## config.mk

```make
export PLATFORM = sky130hd
export DESIGN_NAME = vrref_core
export DESIGN_NICKNAME = d
export VERILOG_FILES = /design/src/logic/vrref_pkg.sv /design/src/logic/vrref_core.sv
export SDC_FILE = /design/constraint.sdc
export NUM_CORES = 2
export LEC_CHECK = 0
export ABC_AREA = 1
export BUFFER_PORTS_ARGS = -buffer_cell sky130_fd_sc_hd__clkbuf_2
export CORE_MARGIN = 2
export CORE_UTILIZATION = 40
export CTS_CLUSTER_SIZE = 20
export DETAILED_ROUTE_END_ITERATION = 16
export GPL_TIMING_DRIVEN = 0
export MAX_ROUTING_LAYER = met4
export PLACE_DENSITY = 0.66
export SYNTH_ARGS = -nofsm -noshare
export SYNTH_HDL_FRONTEND = slang
export SYNTH_SLANG_ARGS = --single-unit
```

## constraint.sdc

```tcl
create_clock -name core_clk -period 12.5 [get_ports core_clk]
set_clock_uncertainty 0.05 [all_clocks]
set_input_delay 0.625 -clock core_clk [delete_from_list [all_inputs] [get_ports core_clk]]
set_output_delay 0.625 -clock core_clk [all_outputs]
set_load 0.02 [all_outputs]
```

## src/logic/vrref_pkg.sv

```systemverilog
/*
  Shared constants for the reference, load-line and voltage-change block.
  Assumes a 125 MHz core clock and registers reached by word index.
*/
package vrref_pkg;
  localparam int unsigned CLK_PERIOD_NS = 8;
  localparam int unsigned SLEW_TICK_NS  = 50;
  // Core cycles per 50 ns slew tick, rounded down, at least one
  localparam int unsigned SLEW_TICK_CYC =
    (SLEW_TICK_NS / CLK_PERIOD_NS) < 1 ? 1 : (SLEW_TICK_NS / CLK_PERIOD_NS);
  localparam int unsigned SLEW_EXTRA    = 3;

  localparam logic [7:0] REG_DIV_RATIO  = 8'h29;
  localparam logic [7:0] REG_RAMP_TIME  = 8'h61;
  localparam logic [7:0] REG_IOUT_READ  = 8'h8C;
  localparam logic [7:0] REG_CPU_GAIN   = 8'hAD;
  localparam logic [7:0] REG_HOST_GAIN  = 8'hC5;
  localparam logic [7:0] REG_LL_CONFIG  = 8'hDD;

  localparam int unsigned DIV_SHIFT     = 7;
  localparam int unsigned LL_SEL_BIT    = 12;
  localparam int unsigned LL_CODE_LSB   = 9;
  localparam int unsigned PKT_LL_LSB    = 22;
  localparam int unsigned SLEW_CNT_W    = 11;
  localparam int unsigned GAIN_SHIFT    = 8;
  localparam logic [7:0]  CODE_MAX      = 8'hF8;
  localparam logic [15:0] DIV_RST       = 16'h0080;
  localparam logic [15:0] RAMP_RST      = 16'h0000;
  localparam logic [15:0] GAIN_RST      = 16'h0100;
  localparam logic [15:0] LL_RST        = 16'h0000;
  localparam logic [7:0]  DROOP_NUM     = 8'h05;
  localparam int unsigned DROOP_SHIFT   = 5;

  // Slope in tenths of the base slope, per 3-bit code
  function automatic logic [4:0] slope_tenths(input logic [2:0] code);
    unique case (code)
      3'h0: slope_tenths = 5'h00;
      3'h1: slope_tenths = 5'h06;
      3'h2: slope_tenths = 5'h08;
      3'h3: slope_tenths = 5'h0A;
      3'h4: slope_tenths = 5'h0C;
      3'h5: slope_tenths = 5'h0E;
      3'h6: slope_tenths = 5'h10;
      3'h7: slope_tenths = 5'h12;
    endcase
  endfunction
endpackage

```

## src/logic/vrref_core.sv

```systemverilog
/*
  Reference code, load-line select, voltage-change slewing and current report.
  All outputs are registered; the reference is a code of 6.25mV per step and
  the slope output is in tenths of the base slope.
  Assumes register writes arrive as one-cycle strobes on the core clock and
  that pin inputs are asynchronous and synchronised here. Sample, packet and
  target inputs come from logic on the core clock and are used directly.
*/
// Summary of operation
// - Reference is target times divider ratio over 128; zero ratio passes target.
// - Reference truncated down to whole 6.25mV steps.
// - Select bit clear takes slope code from packet bits 24..22.
// - Select bit set takes slope code from config bits 11..9.
// - Code decodes to 0, 0.6 .. 1.8 times base slope.
// - Slew one 12.5mV per (count+3) ticks of 50ns.
// - Target from serial, management or parallel source, up or down.
// - Serial mode changes act only after platform power good.
// - Management and parallel changes act only after output settled.
// - Current sampled, scaled and offset; may under-report.
// - Host gain gives readback at 0.25A per bit.
// - Cpu gain gives 8-bit telemetry code, saturating at FFh.
// - Current reported on telemetry and readback register.
// - Phase shedding uses reported current when enabled.
// - Droop current is 5/32 of summed sense signal.
// - One 8-bit reference code, 6.25mV steps, up to 1.55V; zero ratio passes target unclamped up to FFh.
// - Serial upward change done sends a done notice.
`timescale 1ns/1ns
module vrref_core #(
  parameter int unsigned IW = 12
) (
  input  wire logic        core_clk,
  input  wire logic        srst,
  input  wire logic        reg_wr,
  input  wire logic [7:0]  reg_addr,
  input  wire logic [15:0] reg_wdata,
  output logic      [15:0] reg_rdata_ff,
  input  wire logic [1:0]  vid_mode,
  input  wire logic [7:0]  serial_target,
  input  wire logic        serial_pkt_valid,
  input  wire logic [24:0] serial_packet,
  input  wire logic [7:0]  pmbus_target,
  input  wire logic        pmbus_target_wr,
  input  wire logic [7:0]  parallel_target,
  input  wire logic        platform_power_good,
  input  wire logic        phase_shed_enable,
  input  wire logic [7:0]  shed_threshold,
  input  wire logic [IW-1:0] total_current_monitor_pin_sample,
  input  wire logic        total_current_monitor_pin_sample_valid,
  input  wire logic [15:0] total_current_monitor_pin_offset,
  input  wire logic [IW-1:0] current_sum_node,
  output logic      [7:0]  ref_code_ff,
  output logic      [4:0]  slope_tenths_ff,
  output logic      [7:0]  telemetry_code_ff,
  output logic             voltage_change_done_notice_ff,
  output logic             phase_shed_ff,
  output logic             settled_ff,
  output logic      [IW-1:0] droop_current_ff
);
  localparam int unsigned MODE_SERIAL   = 0;
  localparam int unsigned MODE_PMBUS    = 1;

  logic [15:0] div_ratio_ff;
  logic [15:0] ramp_ff;
  logic [15:0] cpu_gain_ff;
  logic [15:0] host_gain_ff;
  logic [15:0] ll_cfg_ff;
  logic [15:0] iout_ff;
  logic [2:0]  pkt_slope_ff;
  logic        pg_s1_ff;
  logic        pg_s2_ff;
  logic [7:0]  target_ff;
  logic [7:0]  nxt_target;
  logic [7:0]  scaled_code;
  logic [23:0] prod;
  localparam int unsigned SLEW_CNT_W_L = vrref_pkg::SLEW_CNT_W + 1;
  // One slew step is 12.5mV, two reference codes
  localparam logic [7:0]  STEP_CODES   = 8'h02;
  localparam logic [23:0] TELE_FULL    = 24'h0000FF;

  logic [3:0]              tick_ff;
  logic [SLEW_CNT_W_L-1:0] interval_ff;
  logic                    up_ramp_ff;
  logic                    tick_end;
  logic                    interval_end;
  logic                    at_target;
  logic [31:0]             host_prod;
  logic [31:0]             cpu_prod;
  logic [IW+7:0]           droop_prod;
  logic [23:0]             host_amps;
  logic [23:0]             offset_amps;

  // Product of a current sample and an 8.8 gain word
  function automatic logic [31:0] gain_mul(input logic [IW-1:0] sample,
                                           input logic [15:0]   gain);
    gain_mul = 32'(sample) * 32'(gain);
  endfunction

  // One slew step toward the goal, landing on it without overshoot
  function automatic logic [7:0] step_toward(input logic [7:0] cur,
                                             input logic [7:0] goal);
    if (goal > cur) begin
      step_toward = (goal - cur > STEP_CODES) ? cur + STEP_CODES : goal;
    end else begin
      step_toward = (cur - goal > STEP_CODES) ? cur - STEP_CODES : goal;
    end
  endfunction

  // Write strobe aimed at one register index
  function automatic logic reg_hit(input logic       wr,
                                   input logic [7:0] addr,
                                   input logic [7:0] idx);
    reg_hit = wr && (addr == idx);
  endfunction

  // Registers written by index; readback register has no write path
  always_ff @(posedge core_clk) begin
    if (srst) begin
      div_ratio_ff <= vrref_pkg::DIV_RST;
    end else if (reg_hit(reg_wr, reg_addr, vrref_pkg::REG_DIV_RATIO)) begin
      div_ratio_ff <= reg_wdata;
    end
  end

  always_ff @(posedge core_clk) begin
    if (srst) begin
      ramp_ff <= vrref_pkg::RAMP_RST;
    end else if (reg_hit(reg_wr, reg_addr, vrref_pkg::REG_RAMP_TIME)) begin
      ramp_ff <= reg_wdata;
    end
  end

  always_ff @(posedge core_clk) begin
    if (srst) begin
      cpu_gain_ff <= vrref_pkg::GAIN_RST;
    end else if (reg_hit(reg_wr, reg_addr, vrref_pkg::REG_CPU_GAIN)) begin
      cpu_gain_ff <= reg_wdata;
    end
  end

  always_ff @(posedge core_clk) begin
    if (srst) begin
      host_gain_ff <= vrref_pkg::GAIN_RST;
    end else if (reg_hit(reg_wr, reg_addr, vrref_pkg::REG_HOST_GAIN)) begin
      host_gain_ff <= reg_wdata;
    end
  end

  // Slope select changes reach the slope output two cycles later; reset loads LL_RST
  always_ff @(posedge core_clk) begin
    if (srst) begin
      ll_cfg_ff <= vrref_pkg::LL_RST;
    end else if (reg_hit(reg_wr, reg_addr, vrref_pkg::REG_LL_CONFIG)) begin
      ll_cfg_ff <= reg_wdata;
    end
  end

  // Read data registered; address must stand one cycle before use

  always_ff @(posedge core_clk) begin
    if (srst) begin
      reg_rdata_ff <= 16'h0000;
    end else begin
      unique case (reg_addr)
        vrref_pkg::REG_DIV_RATIO: reg_rdata_ff <= div_ratio_ff;
        vrref_pkg::REG_RAMP_TIME: reg_rdata_ff <= ramp_ff;
        vrref_pkg::REG_IOUT_READ: reg_rdata_ff <= iout_ff;
        vrref_pkg::REG_CPU_GAIN:  reg_rdata_ff <= cpu_gain_ff;
        vrref_pkg::REG_HOST_GAIN: reg_rdata_ff <= host_gain_ff;
        vrref_pkg::REG_LL_CONFIG: reg_rdata_ff <= ll_cfg_ff;
        default:                  reg_rdata_ff <= 16'h0000;
      endcase
    end
  end

  // Power good is a pin: two flops before use
  always_ff @(posedge core_clk) begin
    if (srst) begin
      pg_s1_ff <= 1'b0;
      pg_s2_ff <= 1'b0;
    end else begin
      pg_s1_ff <= platform_power_good;
      pg_s2_ff <= pg_s1_ff;
    end
  end

  always_ff @(posedge core_clk) begin
    if (srst) begin
      pkt_slope_ff <= 3'h0;
    end else if (serial_pkt_valid) begin
      pkt_slope_ff <= serial_packet[vrref_pkg::PKT_LL_LSB +: 3];
    end
  end

  // slope follows selector and source continuously
  always_ff @(posedge core_clk) begin
    if (srst) begin
      slope_tenths_ff <= 5'h00;
    end else if (ll_cfg_ff[vrref_pkg::LL_SEL_BIT]) begin
      slope_tenths_ff <= vrref_pkg::slope_tenths(ll_cfg_ff[vrref_pkg::LL_CODE_LSB +: 3]);
    end else begin
      slope_tenths_ff <= vrref_pkg::slope_tenths(pkt_slope_ff);
    end
  end

  always_comb begin
    nxt_target = target_ff;
    if (vid_mode == 2'(MODE_SERIAL)) begin
      // serial changes wait for power good
      if (serial_pkt_valid && pg_s2_ff) begin
        nxt_target = serial_target;
      end
    end else if (settled_ff) begin
      if (vid_mode == 2'(MODE_PMBUS)) begin
        if (pmbus_target_wr) begin
          nxt_target = pmbus_target;
        end
      end else begin
        nxt_target = parallel_target;
      end
    end
  end

  always_ff @(posedge core_clk) begin
    if (srst) begin
      target_ff <= 8'h00;
    end else begin
      target_ff <= nxt_target;
    end
  end

  always_comb begin
    prod = 24'(target_ff) * 24'(div_ratio_ff);
    if (div_ratio_ff == 16'h0000) begin
      scaled_code = target_ff;
    end else if (prod[23:vrref_pkg::DIV_SHIFT] > 17'(vrref_pkg::CODE_MAX)) begin
      scaled_code = vrref_pkg::CODE_MAX;
    end else begin
      scaled_code = prod[vrref_pkg::DIV_SHIFT +: 8];
    end
  end

  // 50ns tick prescaler; free running so slew phase is not tied to writes
  assign tick_end = (tick_ff == 4'(vrref_pkg::SLEW_TICK_CYC - 1));

  always_ff @(posedge core_clk) begin
    if (srst || tick_end) begin
      tick_ff <= 4'h0;
    end else begin
      tick_ff <= tick_ff + 4'h1;
    end
  end

  // interval of count plus three ticks
  assign interval_end = (interval_ff >= SLEW_CNT_W_L'(ramp_ff[vrref_pkg::SLEW_CNT_W-1:0])
                                        + SLEW_CNT_W_L'(vrref_pkg::SLEW_EXTRA - 1));
  assign at_target    = (ref_code_ff == scaled_code);

  // step and stop on target
  // Interval restarts at each landing, so a new change waits a full interval
  always_ff @(posedge core_clk) begin
    if (srst) begin
      interval_ff <= '0;
      ref_code_ff <= 8'h00;
      settled_ff  <= 1'b0;
      up_ramp_ff  <= 1'b0;
      voltage_change_done_notice_ff <= 1'b0;
    end else begin
      voltage_change_done_notice_ff <= 1'b0;
      settled_ff <= at_target;
      if (at_target) begin
        interval_ff <= '0;
        // upward change done in serial mode
        if (up_ramp_ff && vid_mode == 2'(MODE_SERIAL)) begin
          voltage_change_done_notice_ff <= 1'b1;
        end
        up_ramp_ff <= 1'b0;
      end else if (tick_end) begin
        if (interval_end) begin
          interval_ff <= '0;
          if (scaled_code > ref_code_ff) begin
            up_ramp_ff <= 1'b1;
          end
          ref_code_ff <= step_toward(ref_code_ff, scaled_code);
        end else begin
          interval_ff <= interval_ff + SLEW_CNT_W_L'(1);
        end
      end
    end
  end

  // products settle before the strobe; offset only pulls the report down
  // host gain to 0.25A per bit
  assign host_prod   = gain_mul(total_current_monitor_pin_sample, host_gain_ff);
  assign cpu_prod    = gain_mul(total_current_monitor_pin_sample, cpu_gain_ff);
  assign host_amps   = host_prod[31:vrref_pkg::GAIN_SHIFT];
  assign offset_amps = 24'(total_current_monitor_pin_offset);
  assign droop_prod  = (IW+8)'(current_sum_node) * (IW+8)'(vrref_pkg::DROOP_NUM);

  // readback register; floors at zero rather than wrapping
  always_ff @(posedge core_clk) begin
    if (srst) begin
      iout_ff <= 16'h0000;
    end else if (total_current_monitor_pin_sample_valid) begin
      iout_ff <= (host_amps > offset_amps) ? 16'(host_amps - offset_amps) : 16'h0000;
    end
  end

  // cpu gain telemetry, saturates at FFh
  always_ff @(posedge core_clk) begin
    if (srst) begin
      telemetry_code_ff <= 8'h00;
    end else if (total_current_monitor_pin_sample_valid) begin
      telemetry_code_ff <= (cpu_prod[31:vrref_pkg::GAIN_SHIFT] > TELE_FULL) ?
                           8'hFF : cpu_prod[vrref_pkg::GAIN_SHIFT +: 8];
    end
  end

  // shed when enabled, settled and current low
  always_ff @(posedge core_clk) begin
    if (srst) begin
      phase_shed_ff <= 1'b0;
    end else begin
      phase_shed_ff <= phase_shed_enable && settled_ff &&
                       (iout_ff < 16'(shed_threshold));
    end
  end

  // droop is 5/32 of summed sense
  // Product is eight bits wider than the sense input, so no wrap before shift
  always_ff @(posedge core_clk) begin
    if (srst) begin
      droop_current_ff <= '0;
    end else begin
      droop_current_ff <= IW'(droop_prod >> vrref_pkg::DROOP_SHIFT);
    end
  end
endmodule

```

After elaboration in Yosys (flattened, before gate mapping)
Memories as Yosys holds them, arrays and structs flattened. A register that Yosys moved wholly into a read port is not among the register bits.
Cells that the tools add are included.

operators by class
  $add $sub $neg = 8
  $mul = 4
  order comparisons = 8
  eq/ne operators = 11
  muxes and demuxes = 20
  bitwise operators = 1
  reductions and logical operators = 18

operators with widths
  cell                   number
  $pmux 16 s6            1
  $mux 8                 11
  $mul 12x16->28         2
  $eq 8x8->1 const B     4
  $mul 8x16->24          1
  $gt 20x16->1           1
  $gt 20x8->1 const B    1
  $gt 17x8->1 const B    1
  $gt 8x2->1 const B     2
  $logic_not 16->1       1
  $lt 16x8->1            1
  $mux 16                1
  $sub 16x16->16         1
  $sub 8x8->8            2
  $mul 12x3->15 const B  1
  $add 11x2->12 const B  1
  $add 12x1->12 const B  1
  $ge 12x12->1           1
  $mux 12                1
  $mux 3                 4
  $logic_and 1x1->1      9
  $reduce_and 3->1       3
  $add 8x2->8 const B    1
  $eq 8x6->1 const B     1
  16 further kinds       17

storage, ports and cells
  flip-flop bits (word level) = 178
  memory bits (read-only) = 64
  input port bits = 131
  output and inout bits = 52
  logic and storage cells = 94
  memories kept = 2

memory list
  name              words  bits a word  rd ports  clocked after memory_dff  write ports  line             source
  (name not given)  8      4            1         1                         0            vrref_pkg.sv:36  unique case (code)
  (name not given)  8      4            1         1                         0            vrref_pkg.sv:36

Longest topological paths before layout
  depth in word-level cells = 8
  depth in mapped cells = 47
  gate-level depth less buffers = 45

Worst setup path after synthesis
OpenSTA, ideal clock, no wires.

  path type = register -> register
  from = reg target_ff[2]
  to = reg ref_code_ff[1]
  library setup time = 0.122 ns
  arrival = 6.987 ns
  data required time = 12.328 ns
  path slack = 5.341 ns
  cell stages (with the launch flop) = 39
  buffers on the path = 3
  path through = dfxtp_1 > clkbuf_1 > buf_1 > nand2_1 > fa_1 > fa_1 > inv_1 > fa_1 > inv_1 > fa_1 > inv_1 > ha_1 > a21oi_1 > nand2_1 > nand2_1 > nand3_2 > nand2_1 > nand2_1 > (+3 left out) > nand3_2 > nor2_4 > nand3_1 > inv_1 > nand2_1 > o21ai_0 > inv_1 > ha_1 > fa_1 > o21ai_0 > xor2_1 > nor2_1 > nand4_1 > a211oi_1 > clkbuf_1 > o21ai_0 > a21oi_1 > a21oi_2

on the way
  cells in the longest elaborated chain, start to end = 8

RTL lines
  element                         line                                  source
  from (decl)                     vrref_core.sv:71                      logic [7:0] target_ff;
  from (signal assigned)          vrref_core.sv:227                     target_ff <= nxt_target;
  $mul 8x16->24                   vrref_core.sv:232                     prod = 24'(target_ff) * 24'(div_ratio_ff);
  $gt 17x8->1                     vrref_core.sv:235                     end else if (prod[23:vrref_pkg::DIV_SHIFT] > 17'(vrref_pkg::CODE_MAX)) begin
  $mux 8                          vrref_core.sv:235
  $mux 8 *                        vrref_core.sv:233                     if (div_ratio_ff == 16'h0000) begin
  $sub 8x8->8 (on tied branches)  vrref_core.sv:104, vrref_core.sv:102
  $gt 8x2->1 (on tied branches)   vrref_core.sv:104, vrref_core.sv:102
  $mux 8 (on tied branches)       vrref_core.sv:104, vrref_core.sv:102
  $mux 8                          vrref_core.sv:101                     if (goal > cur) begin
  to (signal assigned)            vrref_core.sv:283                     ref_code_ff <= step_toward(ref_code_ff, scaled_code);
  to (decl)                       vrref_core.sv:51                      output logic [7:0] ref_code_ff,

Every way passes the cells marked *; elsewhere a longest branch is shown, timed or not.
A chain may end at the register's enable or synchronous reset.

Worst setup path in the final report
Same ends and word-level chain as after synthesis.

==> results.yml <==
yosys:
  synth-edff-count: 0
  syn_inst: 3667
  synth.area.top_cells: "fa_1 27%, dfxtp_1 14%, inv_1 13%"
  synth_warnings: 0
  synth_async_sr_flop_share: 0
  ys_ff_latch: 183
  synth_flop_cell: "dfxtp_1"
  synth_commonest_cells: "893 x inv_1, 830 x nand2_1, 363 x fa_1, 235 x ha_1, 214 x a21oi_1"
  synth_top_area_share: 0.273
  synth_top_area_cell: "fa_1"
  synth.distinct_cells: 59
  synth.avg_cell_area_um2: 7.25
  netlist_area_um2: 26600
  synth_seq_area_share: 0.138
  synth.most_common_cell: "inv_1"
global_routing:
  grt_start_max_net_pins: 19
  gr-total-overflow: 0
  grt_pass1_wl_um: 126000
  grt_use_total: 0.243
  grt_pass1_vias: 23500
  antenna_found_initial: 4
setup_path:
  worstPathRequired_ns: 12.78
  critPathSlowestCell: "a211oi_1"
  cpPeakStageDelay_ns: 0.69
  path_common_cell: "nand2_1"
  worstPathArrival_ns: 9.34
  cp-start-kind: "flip-flop"
  cp.buffers_inverters: 8
  cp-end-kind: "flip-flop"
  startpoint: "target_ff[2]"
  r2r-start: "target_ff[2]"
  critical_path_class: "reg -> reg"
  cp_max_fo: 10
  cp_top_family: "adder cells"
timing:
  fmax_ghz: 0.110
  worst_pin_slew_ns: 1.27
  rsz0062_at_grt: "no"
  relSlewSlack: 0.132
  hold_viol: 0
  finalSetupViolCount: 0
  report.final.slew_viol_count: 0
  fin_setup_tns_ns: 0
  fin_crit_ns: 9.06
  min_period_over_period: 0.724
drt:
  drc: 0
  drt_first_pass_iters: 5
  antenna_left: 0
  drt_wl_total_um: 78100
  route.vias.total: 23700
  drt_iter0_drc: 1949
  wl_per_cell_um: 16.5
  viasPerCell: 5.02
placement:
  place_congestion: 0.979
  numPortBuffers: 156
  dp_hpwl_um: 65100
cells_and_area:
  syn_to_final_growth_pct: 9.27
  nFillCells: 6724
  final_util: 0.442
  nNetsFinal: 4573
  layout-drive-gt1-share: 0.0677
cts:
  post-cts-setup-buffers: 0
  cts_buffers: 17
  cts_resized: 0
  clock_latency_ns: 0.45
  cts.sinks: 183
  cts_tree: "built"
  clkTransAtPathRegs_ns: 0.07
  htreeDepth: 4
  cts_buffer_depth: 2
  cts_root_buf: "clkbuf_16"
  ctsHoldBuffers: 0
power:
  p_int_mw: 1.03
  seqPwrFrac: 0.380
  power_density_nw_per_um2: 55.1
  leakage_nw: 16.3
  swShare: 0.360
  vdd_ir_drop_max_mv: 0.0969
  power_frac_comb: 0.280
  p_switching_mw: 0.576
  clockPowerShare: 0.340
floorplan:
  core_area_um2: 65700
  core.rowCount: 94
  start_util: 0.404
  boundaryPins: 183
  dieArea_um2: 68600
  die_y_um: 262
  die_w_um: 262
hold_path:
  hp-start: "platform_power_good"
  hold_path_class: "in -> reg"
run_status:
  outcome: "complete, no violations"
flow_run:
  cap_violations: 0
==> worst paths after layout <==
path | to | slack [ns] | depth (start not counted)
worst max-delay path | ref_code_ff[1] | 3.44 | 38
worst min-delay path | pg_s1_ff | 0.33 | 3
worst max register to register | ref_code_ff[1] | 3.44 | 38
worst min register to register | pg_s2_ff | 0.37 | 2
==> kinds of logic (layout without fill, tap and decap cells) <==
family,Yosys count,count (layout),share of synthesized area
buffers and inverters,1056,1244,0.151
and+or+nand+nor,1252,1252,0.198
AOI/OAI and AO/OA,503,503,0.105
xor gates and xnor gates,74,74,0.0247
adders and majority gates,598,598,0.384
other,1,7,0.000141
DFF,183,183,0.138
==> layer usage <==
| layer | vias up | routed length [um] | global-route usage |
|---|---|---|---|
| met5 | - | 0 | - |
| met4 | 0 | 2120 | 0.0721 |
| met2 | 827 | 36300 | 0.392 |
| met1 | 11300 | 33900 | 0.316 |
| li1 | 11500 | - | - |
| met3 | 116 | 5780 | 0.0343 |
==> power by group through the flow <==
| stage | clock network [mW] | registers, mW | logic, mW |
|---|---|---|---|
| 3_5_place_dp | 0 | 0.622 | 0.446 |
| 3_3_place_gp | 0 | 0.622 | 0.443 |
| 2_1_floorplan | 0 | 0.628 | 0.291 |
| 6_report | 0.544 | 0.608 | 0.449 |
| 5_1_grt | 0.572 | 0.610 | 0.505 |
| 4_1_cts | 0.552 | 0.609 | 0.448 |
==> layout make-up <==
class	count	area (um2)	area share
Antenna cell	4	10.0	0.000344
Buffer	157	644	0.0222
Clock buffer	18	429	0.0148
Clock inverter	14	158	0.00543
Inverter	899	3370	0.116
Multi-Input combinational cell	2430	18900	0.651
Sequential cell	183	3660	0.126
Tap cell	864	1080	0.0372
Timing Repair Buffer	156	781	0.0269
==> per-stage QoR <==
| stage | power (mW) | worst slack [ns] | hold WS (ns) | area [um2] | std cells |
|---|---|---|---|---|---|
| after floorplan | 0.919 | 5.34 | 0.338 | 26600 | 3669 |
| after global placement | 1.07 | 3.56 | 0.351 | 28500 | 4689 |
| after global routing | 1.69 | 2.88 | 0.340 | 29100 | 4724 |
| final | 1.60 | 3.44 | 0.328 | 29100 | 4725 |
| after CTS | 1.61 | 3.54 | 0.311 | 29000 | 4721 |
| after detailed placement | 1.07 | 3.58 | 0.362 | 28500 | 4689 |
==> state kept, by name, summed over array words and instances (netlist names), 12 cells and up, named ones only <==
| name | cells |
|---|---|
| iout_ff | 16 |
| reg_rdata_ff | 16 |
| div_ratio_ff | 16 |
| ll_cfg_ff | 16 |
| interval_ff | 12 |
| cpu_gain_ff | 16 |
| ramp_ff | 16 |
| host_gain_ff | 16 |
==> layout by cell type, fill, tap and decap left out, drive strengths merged, types with 22 or more instances in the layout <==
cell    instances
fa            363
nor2          177
dfxtp         183
o21ai         175
inv           903
nand3         104
nand2         846
nand4          36
o22ai          29
ha            235
clkbuf        312
xnor2          22
nor3           51
xor2           52
a21oi         218
==> worst min-delay path, cell delays in order <==
cell and delay [ns]:
clkbuf_2 0.08, inv_1 0.04, nor2_1 0.03
(Power assumes the default switching activity.)
